File: src/logic/ulpi_vendor_defines.svh
// register offsets, field positions, reset values and timing counts of the vendor id block
//
// How it works
// - id open flag sets on float rise while the rise enable is on
// - id open flag sets on float fall while the fall enable is on
// - latch register is read only; its flags clear once it is read
// - kit detect and kit dplus flag positions always read zero
// - measure flag bit 3 sets when finished rises with irq enabled
// - vendor registers 30h to 3Fh served by immediate register accesses
// - bits 6:5 of 31h choose hs transmit amplitude boost
// - headset audio mode on only while key 33h[3:0] equals 1010
// - three bit resistance code reports the measured id resistor
// - finished status asserts by itself when a 282 us measurement ends
// - finished status clears when the code is read at 36h to 38h
// - reading the code through the status register clears nothing
// - a one written or set into bit 4 starts a measurement
// - the trigger bit clears itself once the measurement completes
// - with irq enabled, finished rising raises the alternate interrupt
// - effective measure irq enable is the or of both enable bits
// - 36h to 38h read; 36h loads, 37h sets, 38h clears
`ifndef ULPI_VENDOR_DEFINES_SVH
`define ULPI_VENDOR_DEFINES_SVH

// register addresses
`define ADDR_ID_EVENT_LATCH   6'h21
`define ADDR_VENDOR_FIRST     6'h30
`define ADDR_VENDOR_LAST      6'h3f
`define ADDR_HS_TX_AMPLITUDE  6'h31
`define ADDR_HEADSET_KEY      6'h33
`define ADDR_MEASURE_LOAD     6'h36
`define ADDR_MEASURE_SET      6'h37
`define ADDR_MEASURE_CLEAR    6'h38

// field positions
`define BIT_OPEN_FLAG         0
`define BIT_MEAS_FLAG         3
`define BIT_BOOST_LO          5
`define BIT_TRIGGER           4
`define BIT_FINISHED          3
`define BIT_IRQ_EN            6

// reset values and keys
`define RESET_BOOST           2'h0
`define RESET_KEY             4'h0
`define RESET_CODE            3'h0
`define HEADSET_KEY_VALUE     4'ha

// timing
`define CLK_PERIOD_NS         40
`define MEASURE_TIME_NS       282000
`define MEASURE_CYCLES        ((`MEASURE_TIME_NS + `CLK_PERIOD_NS - 1) / `CLK_PERIOD_NS)
`define MEASURE_COUNT_W       13

`endif

File: src/logic/ulpi_vendor_pkg.sv
// types shared by the vendor id register block
package ulpi_vendor_pkg;
    typedef enum logic [1:0] {
        BOOST_NOMINAL = 2'b00,
        BOOST_11P1    = 2'b01,
        BOOST_7P4     = 2'b10,
        BOOST_3P7     = 2'b11
    } boost_t;

    typedef enum logic [2:0] {
        RID_0_OHM   = 3'b000,
        RID_75_OHM  = 3'b001,
        RID_100K    = 3'b010,
        RID_200K    = 3'b011,
        RID_440K    = 3'b100,
        RID_FLOAT   = 3'b101,
        RID_SPARE   = 3'b110,
        RID_ERROR   = 3'b111
    } rid_code_t;

    typedef enum logic [1:0] {
        MEAS_IDLE = 2'b00,
        MEAS_BUSY = 2'b01,
        MEAS_HOLD = 2'b10
    } meas_state_t;

    typedef enum logic [1:0] {
        WR_LOAD  = 2'b00,
        WR_SET   = 2'b01,
        WR_CLEAR = 2'b10
    } wr_kind_t;
endpackage : ulpi_vendor_pkg

File: src/logic/id_measure_timer.sv
// times one resistor measurement while the trigger level stands
`timescale 1ns/1ps
`include "ulpi_vendor_defines.svh"
module id_measure_timer #(
    parameter int CYCLES = `MEASURE_CYCLES
) (
    // clock and reset
    input  wire logic sys_clk,
    input  wire logic rst,
    // control
    input  wire logic run,
    output logic      done
);
    import ulpi_vendor_pkg::*;

    typedef struct packed {
        meas_state_t                 state;
        logic [`MEASURE_COUNT_W-1:0] count;
        logic                        done;
    } timer_state_t;

    timer_state_t s;
    timer_state_t next_s;

    always_comb begin
        next_s      = s;
        next_s.done = 1'b0;
        unique case (s.state)
            MEAS_IDLE: begin
                next_s.count = '0;
                if (run) begin
                    next_s.state = MEAS_BUSY;
                end
            end
            MEAS_BUSY: begin
                if (!run) begin
                    next_s.state = MEAS_IDLE;
                end else if (s.count == `MEASURE_COUNT_W'(CYCLES - 1)) begin
                    next_s.done  = 1'b1;
                    next_s.state = MEAS_HOLD;
                end else begin
                    next_s.count = s.count + `MEASURE_COUNT_W'(1);
                end
            end
            MEAS_HOLD: begin
                // wait for the trigger to drop so one measurement gives one done
                if (!run) begin
                    next_s.state = MEAS_IDLE;
                end
            end
            default: begin
                next_s.state = MEAS_IDLE;
            end
        endcase
    end

    always_ff @(posedge sys_clk) begin
        if (rst) begin
            s <= '0;
        end else begin
            s <= next_s;
        end
    end

    assign done = s.done;
endmodule : id_measure_timer

File: src/logic/level_edge_detect.sv
// rise and fall pulses of a synchronous level, suppressed in the first cycle after reset
`timescale 1ns/1ps
module level_edge_detect (
    // clock and reset
    input  wire logic sys_clk,
    input  wire logic rst,
    // level in, pulses out
    input  wire logic level,
    output logic      rise,
    output logic      fall
);
    typedef struct packed {
        logic primed;
        logic prev;
        logic rise;
        logic fall;
    } edge_state_t;

    edge_state_t s;
    edge_state_t next_s;

    always_comb begin
        next_s        = s;
        next_s.primed = 1'b1;
        next_s.prev   = level;
        next_s.rise   = s.primed & level & ~s.prev;
        next_s.fall   = s.primed & ~level & s.prev;
    end

    always_ff @(posedge sys_clk) begin
        if (rst) begin
            s <= '0;
        end else begin
            s <= next_s;
        end
    end

    assign rise = s.rise;
    assign fall = s.fall;
endmodule : level_edge_detect

File: src/logic/ulpi_vendor_id_detect_regs.sv
// carkit latch and vendor register bank: id float events, tx boost, headset key, id measurement
`timescale 1ns/1ps
`include "ulpi_vendor_defines.svh"
module ulpi_vendor_id_detect_regs #(
    parameter int MEASURE_CYCLES = `MEASURE_CYCLES
) (
    // clock and reset
    input  wire logic                       sys_clk,
    input  wire logic                       rst,
    // immediate register access from the ulpi command decoder
    input  wire logic [5:0]                 reg_addr,
    input  wire logic [7:0]                 reg_wdata,
    input  wire logic                       reg_wr,
    input  wire logic                       reg_rd,
    output logic      [7:0]                 reg_rdata,
    output logic                            reg_rvalid,
    // enables held in the carkit interrupt enable register
    input  wire logic                       id_open_rise_enable,
    input  wire logic                       id_open_fall_enable,
    input  wire logic                       kit_measure_irq_enable,
    // id pin and resistor converter
    input  wire logic                       id_floating,
    input  wire ulpi_vendor_pkg::rid_code_t id_adc_code,
    output logic                            id_measure_trigger,
    // status copies for the carkit interrupt status register
    output logic                            id_measure_finished,
    output ulpi_vendor_pkg::rid_code_t      id_resistance_code,
    // analog and rxcmd controls
    output ulpi_vendor_pkg::boost_t         hs_tx_amplitude,
    output logic                            headset_audio_active,
    output logic                            alt_int
);
    import ulpi_vendor_pkg::*;

    ////////////////////////////////////////////////////////////////////////////////
    // helpers

    function automatic logic in_vendor_range(input logic [5:0] addr);
        in_vendor_range = (addr >= `ADDR_VENDOR_FIRST) && (addr <= `ADDR_VENDOR_LAST);
    endfunction : in_vendor_range

    function automatic logic is_measure_addr(input logic [5:0] addr);
        is_measure_addr = (addr >= `ADDR_MEASURE_LOAD) && (addr <= `ADDR_MEASURE_CLEAR);
    endfunction : is_measure_addr

    function automatic logic [7:0] apply_write(input logic [7:0] old, input logic [7:0] data,
                                               input wr_kind_t kind);
        unique case (kind)
            WR_LOAD:  apply_write = data;
            WR_SET:   apply_write = old | data;
            WR_CLEAR: apply_write = old & ~data;
            default:  apply_write = old;
        endcase
    endfunction : apply_write

    ////////////////////////////////////////////////////////////////////////////////
    // state

    typedef struct packed {
        boost_t     boost;
        logic [3:0] key;
        logic       headset_on;
        rid_code_t  code;
        logic       finished;
        logic       trigger;
        logic       irq_en;
        logic       open_flag;
        logic       meas_flag;
        logic       alt_int;
        logic [7:0] rdata;
        logic       rvalid;
    } regs_state_t;

    regs_state_t s;
    regs_state_t next_s;

    logic       float_rise;
    logic       float_fall;
    logic       meas_done;
    logic       meas_event;
    logic       irq_en_eff;
    logic       open_event;
    logic       rd_latch;
    logic       rd_measure;
    logic       wr_vendor;
    logic [7:0] measure_word;
    logic [7:0] measure_next;
    wr_kind_t   measure_kind;

    ////////////////////////////////////////////////////////////////////////////////
    // submodules

    level_edge_detect u_float_edge (
        .sys_clk (sys_clk),
        .rst     (rst),
        .level   (id_floating),
        .rise    (float_rise),
        .fall    (float_fall)
    );

    id_measure_timer #(
        .CYCLES (MEASURE_CYCLES)
    ) u_measure_timer (
        .sys_clk (sys_clk),
        .rst     (rst),
        .run     (s.trigger),
        .done    (meas_done)
    );

    ////////////////////////////////////////////////////////////////////////////////
    // decode and events

    assign irq_en_eff = s.irq_en | kit_measure_irq_enable;
    // only a rise of finished is an event; a repeat while it stands is not
    assign meas_event = meas_done & ~s.finished;
    assign open_event = (float_rise & id_open_rise_enable)
                      | (float_fall & id_open_fall_enable);
    assign rd_latch   = reg_rd && (reg_addr == `ADDR_ID_EVENT_LATCH);
    assign rd_measure = reg_rd && is_measure_addr(reg_addr);
    assign wr_vendor  = reg_wr && in_vendor_range(reg_addr);

    // bit 5 is reserved and left at zero here, as the link keeps it
    assign measure_word = {1'b0, s.irq_en, 1'b0, s.trigger, s.finished, s.code};

    always_comb begin
        measure_kind = WR_LOAD;
        if (reg_addr == `ADDR_MEASURE_SET) begin
            measure_kind = WR_SET;
        end else if (reg_addr == `ADDR_MEASURE_CLEAR) begin
            measure_kind = WR_CLEAR;
        end
    end

    assign measure_next = apply_write(measure_word, reg_wdata, measure_kind);

    ////////////////////////////////////////////////////////////////////////////////
    // next state

    always_comb begin
        next_s         = s;
        next_s.alt_int = 1'b0;
        next_s.rvalid  = 1'b0;

        // software writes
        if (wr_vendor) begin
            if (reg_addr == `ADDR_HS_TX_AMPLITUDE) begin
                next_s.boost = boost_t'(reg_wdata[`BIT_BOOST_LO+1:`BIT_BOOST_LO]);
            end
            if (reg_addr == `ADDR_HEADSET_KEY) begin
                next_s.key = reg_wdata[3:0];
            end
            if (is_measure_addr(reg_addr)) begin
                next_s.code    = rid_code_t'(measure_next[2:0]);
                next_s.trigger = measure_next[`BIT_TRIGGER];
                next_s.irq_en  = measure_next[`BIT_IRQ_EN];
            end
        end

        // reads: returned value is taken before any auto clear
        if (reg_rd) begin
            next_s.rvalid = 1'b1;
            next_s.rdata  = 8'h00;
            if (reg_addr == `ADDR_ID_EVENT_LATCH) begin
                next_s.rdata[`BIT_OPEN_FLAG] = s.open_flag;
                next_s.rdata[`BIT_MEAS_FLAG] = s.meas_flag;
                next_s.rdata[2:1]            = 2'b00;
            end else if (reg_addr == `ADDR_HS_TX_AMPLITUDE) begin
                next_s.rdata[`BIT_BOOST_LO+1:`BIT_BOOST_LO] = s.boost;
            end else if (reg_addr == `ADDR_HEADSET_KEY) begin
                next_s.rdata[3:0] = s.key;
            end else if (is_measure_addr(reg_addr)) begin
                next_s.rdata = measure_word;
            end
        end
        if (rd_latch) begin
            next_s.open_flag = 1'b0;
            next_s.meas_flag = 1'b0;
        end
        if (rd_measure) begin
            next_s.finished = 1'b0;
        end

        // hardware events win over the software clears above
        if (meas_done) begin
            next_s.trigger  = 1'b0;
            next_s.finished = 1'b1;
            next_s.code     = id_adc_code;
        end
        if (open_event) begin
            next_s.open_flag = 1'b1;
        end
        if (meas_event && irq_en_eff) begin
            next_s.meas_flag = 1'b1;
        end
        next_s.alt_int    = (meas_event & irq_en_eff) | open_event;
        next_s.headset_on = (next_s.key == `HEADSET_KEY_VALUE);
    end

    always_ff @(posedge sys_clk) begin
        if (rst) begin
            s       <= '0;
            s.boost <= boost_t'(`RESET_BOOST);
            s.key   <= `RESET_KEY;
            s.code  <= rid_code_t'(`RESET_CODE);
        end else begin
            s <= next_s;
        end
    end

    ////////////////////////////////////////////////////////////////////////////////
    // outputs

    // the status copies only follow state; reads at the status register never touch them
    assign id_measure_finished  = s.finished;
    assign id_resistance_code   = s.code;
    assign id_measure_trigger   = s.trigger;
    assign hs_tx_amplitude          = s.boost;
    assign headset_audio_active = s.headset_on;
    assign alt_int              = s.alt_int;
    assign reg_rdata            = s.rdata;
    assign reg_rvalid           = s.rvalid;
endmodule : ulpi_vendor_id_detect_regs

File: config.mk
export PLATFORM = sky130hd
export DESIGN_NAME = ulpi_vendor_id_detect_regs
export DESIGN_NICKNAME = d
export VERILOG_FILES = /design/src/logic/ulpi_vendor_pkg.sv /design/src/logic/id_measure_timer.sv /design/src/logic/level_edge_detect.sv /design/src/logic/ulpi_vendor_id_detect_regs.sv
export VERILOG_INCLUDE_DIRS = /design/src /design/src/logic
export SDC_FILE = /design/constraint.sdc
export NUM_CORES = 1
export LEC_CHECK = 0
export BUFFER_PORTS_ARGS = -buffer_cell sky130_fd_sc_hd__buf_2
export CORE_ASPECT_RATIO = 0.8
export CORE_MARGIN = 3
export CORE_UTILIZATION = 55
export CTS_CLUSTER_SIZE = 16
export DETAILED_ROUTE_END_ITERATION = 6
export GPL_ROUTABILITY_DRIVEN = 0
export PLACE_DENSITY = 0.79
export SYNTH_ARGS = -nofsm -noshare
export SYNTH_HDL_FRONTEND = slang
export SYNTH_HIERARCHICAL = 1
export SYNTH_SLANG_ARGS = --single-unit
File: constraint.sdc
create_clock -name sys_clk -period 2.8 [get_ports sys_clk]
set_input_delay 0.14 -clock sys_clk [delete_from_list [all_inputs] [get_ports sys_clk]]
set_output_delay 0.14 -clock sys_clk [all_outputs]
set_load 0.01 [all_outputs]
# After elaboration in Yosys (flattened, before gate mapping)
# Cells that the tools add are included.
# word_totals
reg_bits,45
inputBits,25
out_inout_bits,18
word_cells,114
# classes
n_addsub,1
n_lt_le_gt_ge,4
eq_ne,16
muxes,32
bitwise_logic,19
n_reduce_logical,23
# ops
operator,n
"6-bit equality test, second input constant",5
13-bit case mux with 2 select lines,1
7-bit case mux with 3 select lines,1
2-bit 2-to-1 mux,10
4-bit 2-to-1 mux,5
14-bit 2-to-1 mux,1
"13-bit by 1-bit adder with 13-bit output, second input constant",1
"13-bit equality test, second input constant",1
13-bit 2-to-1 mux,1
"6-bit >= comparator, second input constant",2
"6-bit <= comparator, second input constant",2
3-bit 2-to-1 mux,4
3-bit AND reduction,4
2-bit nonzero test,6
5-bit 2-to-1 mux,2
1-bit AND,8
"2-bit inequality test, second input constant",4
7-bit AND,1
7-bit 2-to-1 mux,1
7-bit NOT,1
7-bit bitwise OR,1
1-bit logical AND,6
2-bit case mux with 3 select lines,1
1-bit 2-to-1 mux,5
other kinds (12),21

# Depth between registers and ports, before layout
# Gate-level depths: netlist (run 1).
# logic_depth
depth_word,8
ltp_mapped,7
depth_no_buf,6

# By module
# Netlist (run 1), hierarchy kept.
# by_module_without_submodules
mod,n_inst,cells_per_inst,area_per_inst_um2
ulpi_vendor_id_detect_regs,1,145,1244.9
id_measure_timer,1,90,870.8
level_edge_detect,1,8,117.6

# Least setup slack after synthesis (run 1)
# Ideal clock, no wire load.
# synth_path
path_type,reg-to-reg
start,reg u_measure_timer/s[1] (netlist name)
end,reg u_measure_timer/s[13] (netlist name)
setup_ns,0.120
arrival_time_ns,1.678
t_required_ns,2.680
path_slack_ns,1.003
path_stages_with_launch,6
synth_period_minus_slack_ns,1.797
path_cell_list,dfxtp_1 ha_1 nand3_1 or4_1 and3_1 a211o_1
# synth_between
elab_chain_len,4
elab_cells_between_ends,7
# synth_rtl
element,line_no,rtl
start: declaration,id_measure_timer.sv:22,timer_state_t s;
start signal: assignment,id_measure_timer.sv:61,s <= next_s;
13-bit by 1-bit adder with 13-bit output,id_measure_timer.sv:42,next_s.count = s.count + `MEASURE_COUNT_W'(1);
13-bit 2-to-1 mux,id_measure_timer.sv:38,end else if (s.count == `MEASURE_COUNT_W'(CYCLES - 1)) begin
14-bit 2-to-1 mux,id_measure_timer.sv:36,if (!run) begin
13-bit case mux with 2 select lines,id_measure_timer.sv:28,unique case (s.state)
# Parallel ways exist; a longest one is shown, timed or not. The select of a mux whose other input is x is not followed.
# A chain may end at the register's enable or synchronous reset.

# Worst setup path in the final report (run 1)
# Ends and elaborated chain as after synthesis.

==> results of run 1 <==
worst max-delay path by stage:
| stage | cells after the start | end | start |
|---|---|---|---|
| 3_5_place_dp | 5 | u_measure_timer/s[13] | u_measure_timer/s[2] |
| 6_report | 5 | u_measure_timer/s[13] | u_measure_timer/s[1] |
| 3_3_place_gp | 5 | u_measure_timer/s[13] | u_measure_timer/s[2] |
| 4_1_cts | 5 | u_measure_timer/s[13] | u_measure_timer/s[1] |
| 5_1_grt | 5 | u_measure_timer/s[13] | u_measure_timer/s[2] |
| 2_1_floorplan | 5 | u_measure_timer/s[13] | u_measure_timer/s[1] |
state kept, by name, indices dropped and copies added (netlist names):
register,cells
reg_rdata,7
hs_tx_amplitude,2
u_float_edge/rise,1
headset_audio_active,1
id_resistance_code,3
id_measure_trigger,1
s,6
u_measure_timer/done,1
id_measure_finished,1
u_float_edge/fall,1
u_measure_timer/s,15
alt_int,1
u_float_edge/s,2
measure_word,1
reg_rvalid,1
layer usage:
| layer | vias to the layer above | track usage |
|---|---|---|
| li1 | 955 | - |
| met1 | 905 | 0.304 |
| met2 | 48 | 0.306 |
| met3 | 5 | 0.0476 |
| met4 | 0 | 0.0489 |
| met5 | - | 0 |
stage by stage:
stage / power (mW) / utilization / setup slack, ns / instances / cell area [µm²]
finish: 1.11 / 0.640 / 0.809 / 326 / 2460
global route: 1.15 / 0.640 / 0.661 / 326 / 2460
CTS: 1.11 / 0.640 / 0.813 / 326 / 2460
detailed placement: 0.713 / 0.616 / 0.831 / 318 / 2370
global placement: 0.712 / 0.616 / 0.871 / 318 / 2370
floorplan: 0.681 / - / 1.00 / 243 / 2230
placed cells by master (no fill, tap or decap), types with 7 or more instances in the layout:
cell type  instances
o21ai_0            8
buf_2             40
nand2_1           20
a22oi_1            8
dfxtp_1           44
nor3_1             8
nand3_1            7
inv_1              9
nor2_1            16
mux2i_1            7
cells by family after synthesis:
logic type | after synthesis | synth area share
simple gates | 95 | 0.261
other cells | 1 | 0.00168
xor+xnor | 1 | 0.00392
buf+inv | 31 | 0.0790
flops | 44 | 0.394
fa+ha+maj | 2 | 0.0112
mux | 8 | 0.0364
compound gates | 61 | 0.212
power by group through the flow:
stage	sequential [mW]	clock (mW)	combinational (mW)
floorplan	0.647	0	0.0333
global placement	0.647	0	0.0650
detailed placement	0.647	0	0.0657
CTS	0.632	0.415	0.0660
global route	0.633	0.445	0.0741
finish	0.633	0.410	0.0665
cell type report:
type	count	area, µm²	share of cell area
multi-input combinational	168	1180	0.477
clock buffer	8	90.1	0.0365
timing repair buffer	42	215	0.0873
sequential	44	881	0.357
tap	55	68.8	0.0279
inverter	9	33.8	0.0137
worst max-delay path: stages (launching register included):
cell	delay (ns)
dfxtp_1	0.41
ha_1	0.20
nand3_1	0.26
or4_1	0.60
and3_1	0.20
a211o_1	0.21
==> run metrics, run 1 <==
status complete, no violations; met2 wire len 2000 µm; worst r2r path cells 5; hold-fix buffers at CTS 0; Vias/cell 5.87; GRT Total Usage 0.207; Layout Nets 297; FF+latch count, synth 44; mean routed wirelength per cell 14.4 µm; post-route ant nets 0; r2r setup slk 0.81 ns; Synth top area share 0.394; Pins Over Slew Limit 0; CTS root buf clkbuf_8; port bufs 40; top cells by count, synth dfxtp_1 (44), nand2_1 (20), nor2_1 (16); Synth-to-Final Area Change 10.4%; vias in the first global route 1758; Post-synth EDFFs 0; Area contributors post-synth dfxtp_1 (39%), buf_4 (4.4%), nand2_1 (3.4%); # diodes 0; Via Count 1913; Die Wd 77.2 µm; share of layout cells above drive strength 1 0.251; power density cells 450 nW/µm²; Tightest Pin Transition 0.600 ns; First DRT Iteration DRCs 124; met1 WL 2340 µm; Lkg Pwr 1.03 nW; Worst R2R End u_measure_timer/s[13]; Post-Synthesis Cells 243; Starting Density 0.580; syn avg cell area 9.19 µm²; Async SR Flop Fraction 0; row count 20; postcts setup bufs 0; Seq/Total Area, Yosys 0.394; CP Class reg -> reg; Post-Route Setup TNS 0 ns; Max Used Layer met4; Switching Share 0.227; HP Class in -> reg; pin count of the biggest net entering global routing 36; global route overflow 0; achievable frequency 502 MHz; YS warnings 6; Hold Path Depth 3; Synth area leader dfxtp_1; router iterations before antenna repair 4; type of origin of the critical path flop; DIE HEIGHT 63.0 µm; CTS tree built; first-pass GRT wire length 8200 µm; worst skew pair latency 0.29 ns; Clock power frac 0.370; Arr. time, crit path 2.17 ns; Final Skew 0.00825 ns; routed wl met3 309 µm; detailed placement HPWL 3470 µm; initial antenna violation count 0; H-tree levels 2; worst hold endpoint hs_tx_amplitude[0]; # IOs 43; ys flop type dfxtp_1; clk sinks 44; fill cell count 344; CTS resizes 0; Worst-path clk slew 0.08 ns; number of CTS-inserted buffers 5; Min-Delay Startpoint reg_wdata[5]; Seq pwr share 0.570; top-count cell post-synth dfxtp_1; drt drc 0; RSZ-0062 raised after global routing no; worst r2r src u_measure_timer/s[1]; worst hold slack 0.0797 ns; period utilization 0.711; Slew headroom 0.595; Hold Violations, Final 0; clk buf depth 2; crit path time final 1.99 ns; VDD IR max 0.313 mV; CP Capture Type flop; crit path max fanout 8; count of cell types in the netlist 58; NetSw 251 µW; Die ar. 4870 µm²; core area 3850 µm²; Mapped Area 2230 µm²; Total Wirelength 4680 µm; Power Internal 858 µW; Logic pwr share 0.060; Syn Nets 270; number of setup violations in the final report 0; Max Cap Viol 0; Data required, critical path 2.98 ns
Note: power is estimated with default switching activity, not from simulation.
==> run 2: changes to the inputs <==
--- a/config.mk
+++ b/config.mk
@@ -6,14 +6,15 @@
 export SDC_FILE = /design/constraint.sdc
 export NUM_CORES = 1
 export LEC_CHECK = 0
+export ABC_AREA = 1
 export BUFFER_PORTS_ARGS = -buffer_cell sky130_fd_sc_hd__buf_2
 export CORE_ASPECT_RATIO = 0.8
 export CORE_MARGIN = 3
-export CORE_UTILIZATION = 55
+export CORE_UTILIZATION = 51
 export CTS_CLUSTER_SIZE = 16
 export DETAILED_ROUTE_END_ITERATION = 6
 export GPL_ROUTABILITY_DRIVEN = 0
-export PLACE_DENSITY = 0.79
+export PLACE_DENSITY = 0.76
 export SYNTH_ARGS = -nofsm -noshare
 export SYNTH_HDL_FRONTEND = slang
 export SYNTH_HIERARCHICAL = 1
==> constraint.sdc (replaced) <==
create_clock -name sys_clk -period 1.7 [get_ports sys_clk]
set_input_delay 0.085 -clock sys_clk [delete_from_list [all_inputs] [get_ports sys_clk]]
set_output_delay 0.085 -clock sys_clk [all_outputs]
set_load 0.01 [all_outputs]
==> run 2 against run 1 <==
Against the previous run:
- setup slack got worse by 0.62 ns
- critical path depth rose by 4
- fmax rose by 32%
- final area rose by 14%
- critical path type unchanged
- total power rose by 67%
- clock skew rose by 0.00055 ns
- via count rose by 23%
- largest cell class unchanged
- utilization fell by 4.0 points
- combinational power rose by 88%
==> run metrics, run 2 <==
status complete, no violations; most frequent cells in the layout nand2_1 (104), inv_1 (48), dfxtp_1 (43); router iterations before antenna repair 5 (+1); top cells by count, synth nand2_1 (104), inv_1 (48), dfxtp_1 (44); crit path max fanout 8 (unchanged); slowest stage cell on the critical path dfxtp_1; Biggest register u_measure_timer/s; RSZ-0062 raised after global routing no; Pins Over Slew Limit 0 (unchanged); most used cell, CP nor2_1; Seq/Total Area, Yosys 0.347 (-0.0471); Post-Route Setup TNS 0 ns (unchanged); GRT Total Usage 0.183 (-0.0243); commonest non-fill, non-tap cell in the layout nand2_1; Data required, critical path 1.92 ns (-1.06 ns); number of flip-flops in the largest register 15 (unchanged); crit path time final 1.51 ns (-0.483 ns); global route overflow 0 (unchanged); crit-path cells inv_1 > ha_1 > nand3_1 > nor2_1 > nand3_2 > nand2_4 > nor2_1 > nand2_1 > o21ai_1; achievable frequency 663 MHz (+32%); Lkg Pwr 1.29 nW (+25%); vias in the first global route 1988 (+13%); initial antenna violation count 0 (unchanged); # diodes 0 (unchanged); Total Wirelength 5450 µm (+16%); syn avg cell area 6.71 µm² (-27%); Final Skew 0.00880 ns (+0.000553 ns); core area 4680 µm² (+21%); pre-CTS setup slack 0.212 ns (-0.619 ns); Synth area leader dfxtp_1; mean routed wirelength per cell 11.6 µm (-19%); Synth top area share 0.347 (-0.0471); Bufs and invs on worst path 1 (+1); period utilization 0.887 (+0.176); FF+latch count, synth 44 (unchanged); fill cell count 448 (+30%); post-route ant nets 0 (unchanged); YS warnings 6 (unchanged); Tot Pwr 1.85 mW (+67%); port bufs 40 (unchanged); row count 22 (+10%); Post-synth EDFFs 0 (unchanged); First DRT Iteration DRCs 204 (+65%); power density cells 659 nW/µm² (+46%); clk buf depth 2 (unchanged); Synth-to-Final Area Change 10.6%; Max Cap Viol 0 (unchanged); first-pass GRT wire length 8850 µm (+8.0%); Syn Nets 405 (+50%); count of cell types in the netlist 34 (-41%); CP Class reg -> reg; CTS tree built; Die Wd 84.8 µm (+9.8%); Starting Density 0.542 (-0.0376); CTS root buf clkbuf_8; number of CTS-inserted buffers 5 (unchanged); Mapped Area 2540 µm² (+14%); number of setup violations in the final report 0 (unchanged); H-tree levels 2 (unchanged); share of layout cells above drive strength 1 0.205 (-0.0460); clk sinks 44 (unchanged); Via Count 2362 (+23%); r2r setup slk 0.19 ns (-0.62 ns); drt drc 0 (unchanged); Hold Violations, Final 0 (unchanged); Core Util, Final 0.599 (-0.0404); worst hold slack 0.0145 ns (-0.0652 ns); VDD IR max 0.567 mV (+81%); HP Class in -> reg; DIE HEIGHT 69.1 µm (+9.7%); CP top delay family simple AND/OR/NAND/NOR gates; ys flop type dfxtp_1; worst skew pair latency 0.29 ns (about the same); delay of the slowest critical-path stage 0.38 ns (-0.22 ns); type of origin of the critical path flop; top-count cell post-synth nand2_1; Post-Synthesis Cells 378 (+56%); area of the multi-input gates 1310 µm² (+11%); Layout Nets 436 (+47%); Vias/cell 5.03 (-14%); final worst setup slack 0.192 ns (-0.617 ns); CP Capture Type flop; Async SR Flop Fraction 0 (unchanged); Die ar. 5860 µm² (+20%); detailed placement HPWL 4240 µm (+22%); Area contributors post-synth dfxtp_1 (35%), nand2_1 (15%), inv_1 (7.1%); # IOs 43 (unchanged); Reg area 882 µm² (+0.14%); pin count of the biggest net entering global routing 19 (-47%); Worst-path clk slew 0.08 ns (about the same); Arr. time, crit path 1.73 ns (-0.44 ns)
[run 2: final cells by class]
| class | instances | area share |
|---|---|---|
| Inverter | 57 | 0.0768 |
| Multi-Input combinational cell | 258 | 0.468 |
| Sequential cell | 44 | 0.315 |
| Clock buffer | 6 | 0.0295 |
| Timing Repair Buffer | 43 | 0.0794 |
| Clock inverter | 2 | 0.00535 |
| Tap cell | 60 | 0.0268 |
[run 2: timing repair]
| action | in CTS | in global routing |
|---|---|---|
| gates resized for setup | 0 | 1 |
| endpoints found under the setup margin | 0 | 1 |
| buffers inserted | 0 | 0 |
| hold buffers | 0 | 0 |
[run 2: worst min-delay path, delay by kind of cell]
kind	cells	cell delay, ns
buf+inv	2	0.13
simple gates	1	0.06
[run 2: power breakdown]
part / internal (mW) / switching (mW) / total [mW] / leakage [nW]
sequential: 1.04 / 0.00327 / 1.04 / 0.356
combinational: 0.0426 / 0.0828 / 0.125 / 0.891
clock: 0.329 / 0.351 / 0.680 / 0.0434
[run 2: cells by family after synthesis]
logic type / Yosys count / synth area share
compound gates: 42 / 0.0853
xor+xnor: 2 / 0.00691
fa+ha+maj: 2 / 0.00987
buf+inv: 76 / 0.136
flops: 44 / 0.347
other cells: 1 / 0.00148
simple gates: 211 / 0.413
[run 2: layer usage]
| metal | global-route usage | routed length, µm | vias to the layer above |
|---|---|---|---|
| met3 | 0.0514 | 461 | 2 |
| met2 | 0.255 | 2210 | 91 |
| met5 | 0 | 0 | - |
| met4 | 0.0387 | 19 | 0 |
| li1 | - | - | 1238 |
| met1 | 0.278 | 2760 | 1031 |
[run 2: final timing paths]
kind | startpoint | end | depth (start not counted)
hold / removal | id_floating | u_float_edge/s[2] | 3
hold reg to reg | u_float_edge/s[3] | u_float_edge/fall | 2
setup reg to reg | u_measure_timer/s[2] | u_measure_timer/s[2] | 9
setup / recovery | u_measure_timer/s[2] | u_measure_timer/s[2] | 9
[run 2: stage by stage]
stage / instances / cell area [µm²]
after floorplan: 378 / 2540
after global placement: 462 / 2710
after detailed placement: 462 / 2710
after CTS: 470 / 2800
after global routing: 470 / 2800
final: 470 / 2800
==> run 3: changes to the inputs <==
--- a/config.mk
+++ b/config.mk
@@ -14,7 +14,7 @@
 export CTS_CLUSTER_SIZE = 16
 export DETAILED_ROUTE_END_ITERATION = 6
 export GPL_ROUTABILITY_DRIVEN = 0
-export PLACE_DENSITY = 0.76
+export PLACE_DENSITY = 0.79
 export SYNTH_ARGS = -nofsm -noshare
 export SYNTH_HDL_FRONTEND = slang
 export SYNTH_HIERARCHICAL = 1
==> run 3 against run 2 <==
Against the previous run:
- cell count is the same
- via count increased by 4.6%
- sequential cell count is the same
- count of clock-buffer cells in the layout unchanged
- non-clock buffer count stayed put
- total power up 1.5%
- sequential power about the same
- clock skew shrank 0.0022 ns
- setup slack better by 0.045 ns
- highest routed layer unchanged
==> run metrics, run 3 (synthesized netlist as in run 2, its figures left out) <==
status complete, no violations; worst skew pair latency 0.30 ns (about the same); Via Count 2471 (+4.6%); share of layout cells above drive strength 1 0.205 (unchanged); Total Wirelength 5820 µm (+6.7%); achievable frequency 684 MHz (+3.1%); drt drc 0 (unchanged); Vias/cell 5.26 (+4.6%); number of setup violations in the final report 0 (unchanged); clk sinks 44 (unchanged); crit path max fanout 8 (unchanged); # diodes 0 (unchanged); clk buf depth 2 (unchanged); Worst-path clk slew 0.08 ns (about the same); GRT Total Usage 0.209 (+0.0265); detailed placement HPWL 4430 µm (+4.6%); Max Cap Viol 0 (unchanged); H-tree levels 2 (unchanged); CP Capture Type flop; row count 22 (unchanged); crit path time final 1.46 ns (-0.0450 ns); Lkg Pwr 1.29 nW (unchanged); number of CTS-inserted buffers 5 (unchanged); CTS tree built; # IOs 43 (unchanged); most frequent cells in the layout nand2_1 (104), inv_1 (48), dfxtp_1 (43); Post-Route Setup TNS 0 ns (unchanged); CTS resizes 0 (unchanged); Starting Density 0.542 (unchanged); dpl cell area 2710 µm² (unchanged); number of flip-flops in the largest register 15 (unchanged); Arr. time, crit path 1.66 ns (-0.07 ns); Die ar. 5860 µm² (unchanged); power density cells 669 nW/µm² (+1.5%); CP Class reg -> reg; Design Area, Final 2800 µm² (unchanged); Layout Nets 436 (unchanged); fill cell count 462 (+3.1%); global route overflow 0 (unchanged); postcts setup bufs 0 (unchanged); router iterations before antenna repair 5 (unchanged); pin count of the biggest net entering global routing 18 (-1); RSZ-0062 raised after global routing no; mean routed wirelength per cell 12.4 µm (+6.7%); port bufs 40 (unchanged); core area 4680 µm² (unchanged); Final Skew 0.00656 ns (-0.00224 ns); Biggest register u_measure_timer/s; HP Class in -> reg; Data required, critical path 1.90 ns (-0.02 ns); post-route ant nets 0 (unchanged); vias in the first global route 2242 (+13%); hold-fix buffers at CTS 0 (unchanged); Hold Violations, Final 0 (unchanged); VDD IR max 0.394 mV (-30%); first-pass GRT wire length 9980 µm (+13%); Die Wd 84.8 µm (unchanged); initial antenna violation count 0 (unchanged); commonest non-fill, non-tap cell in the layout nand2_1; DIE HEIGHT 69.1 µm (unchanged); Synth-to-Final Area Change 10.6% (unchanged); CTS root buf clkbuf_8; period utilization 0.860 (-0.0264); First DRT Iteration DRCs 273 (+34%); Pins Over Slew Limit 0 (unchanged); type of origin of the critical path flop
[run 3: cell counts in the layout (fill, tap and decap cells not counted)]
Identical to the previous run, type by type.
[run 3: through the flow]
step	std cells	power (mW)	hold slack [ns]	utilization	setup slack, ns
2_1_floorplan	378	1.14	0.160	-	0.385
3_3_place_gp	462	1.19	0.310	0.578	0.255
3_5_place_dp	462	1.19	0.322	0.578	0.195
4_1_cts	470	1.88	0.00449	0.599	0.187
5_1_grt	470	1.95	0.0334	0.599	0.0788
6_report	470	1.87	0.00984	0.599	0.237
[run 3: per-layer routing]
layer	track usage	routed length, µm	vias to the layer above
li1	-	-	1233
met4	0.0598	70	0
met3	0.0466	523	9
met5	0	0	-
met2	0.313	2440	106
met1	0.301	2790	1123
[run 3: final timing paths]
path                            slack (ns)  cells after the start                     to                 start
worst max register to register        0.24                      9  u_measure_timer/s[11]  u_measure_timer/s[2]
worst min-delay path                  0.01                      3      u_float_edge/s[2]           id_floating
worst max-delay path                  0.24                      9  u_measure_timer/s[11]  u_measure_timer/s[2]
worst min register to register        0.44                      2      u_float_edge/fall     u_float_edge/s[3]
[run 3: cell type report]
| cell class | instances | area [µm²] | share of cell area |
|---|---|---|---|
| clock buffer | 6 | 82.6 | 0.0295 |
| tap | 60 | 75.1 | 0.0268 |
| timing repair buffer | 43 | 223 | 0.0794 |
| inverter | 57 | 215 | 0.0768 |
| clock inverter | 2 | 15.0 | 0.00535 |
| sequential | 44 | 882 | 0.315 |
| multi-input combinational | 258 | 1310 | 0.468 |
[run 3: power by group]
part           switching, mW  total (mW)  internal (mW)
Combinational         0.0842       0.127         0.0426
Clock                  0.376       0.705          0.329
Sequential           0.00382        1.04           1.04
Total                  0.464        1.87           1.41
[run 3: critical path: stages, from the launching register on]
cell	delay, ns
dfxtp_1	0.34
inv_1	0.08
ha_1	0.16
nand3_1	0.08
nor2_1	0.17
nand3_2	0.14
nand2_4	0.16
nor2_1	0.10
nand2_1	0.06
o21ai_1	0.05
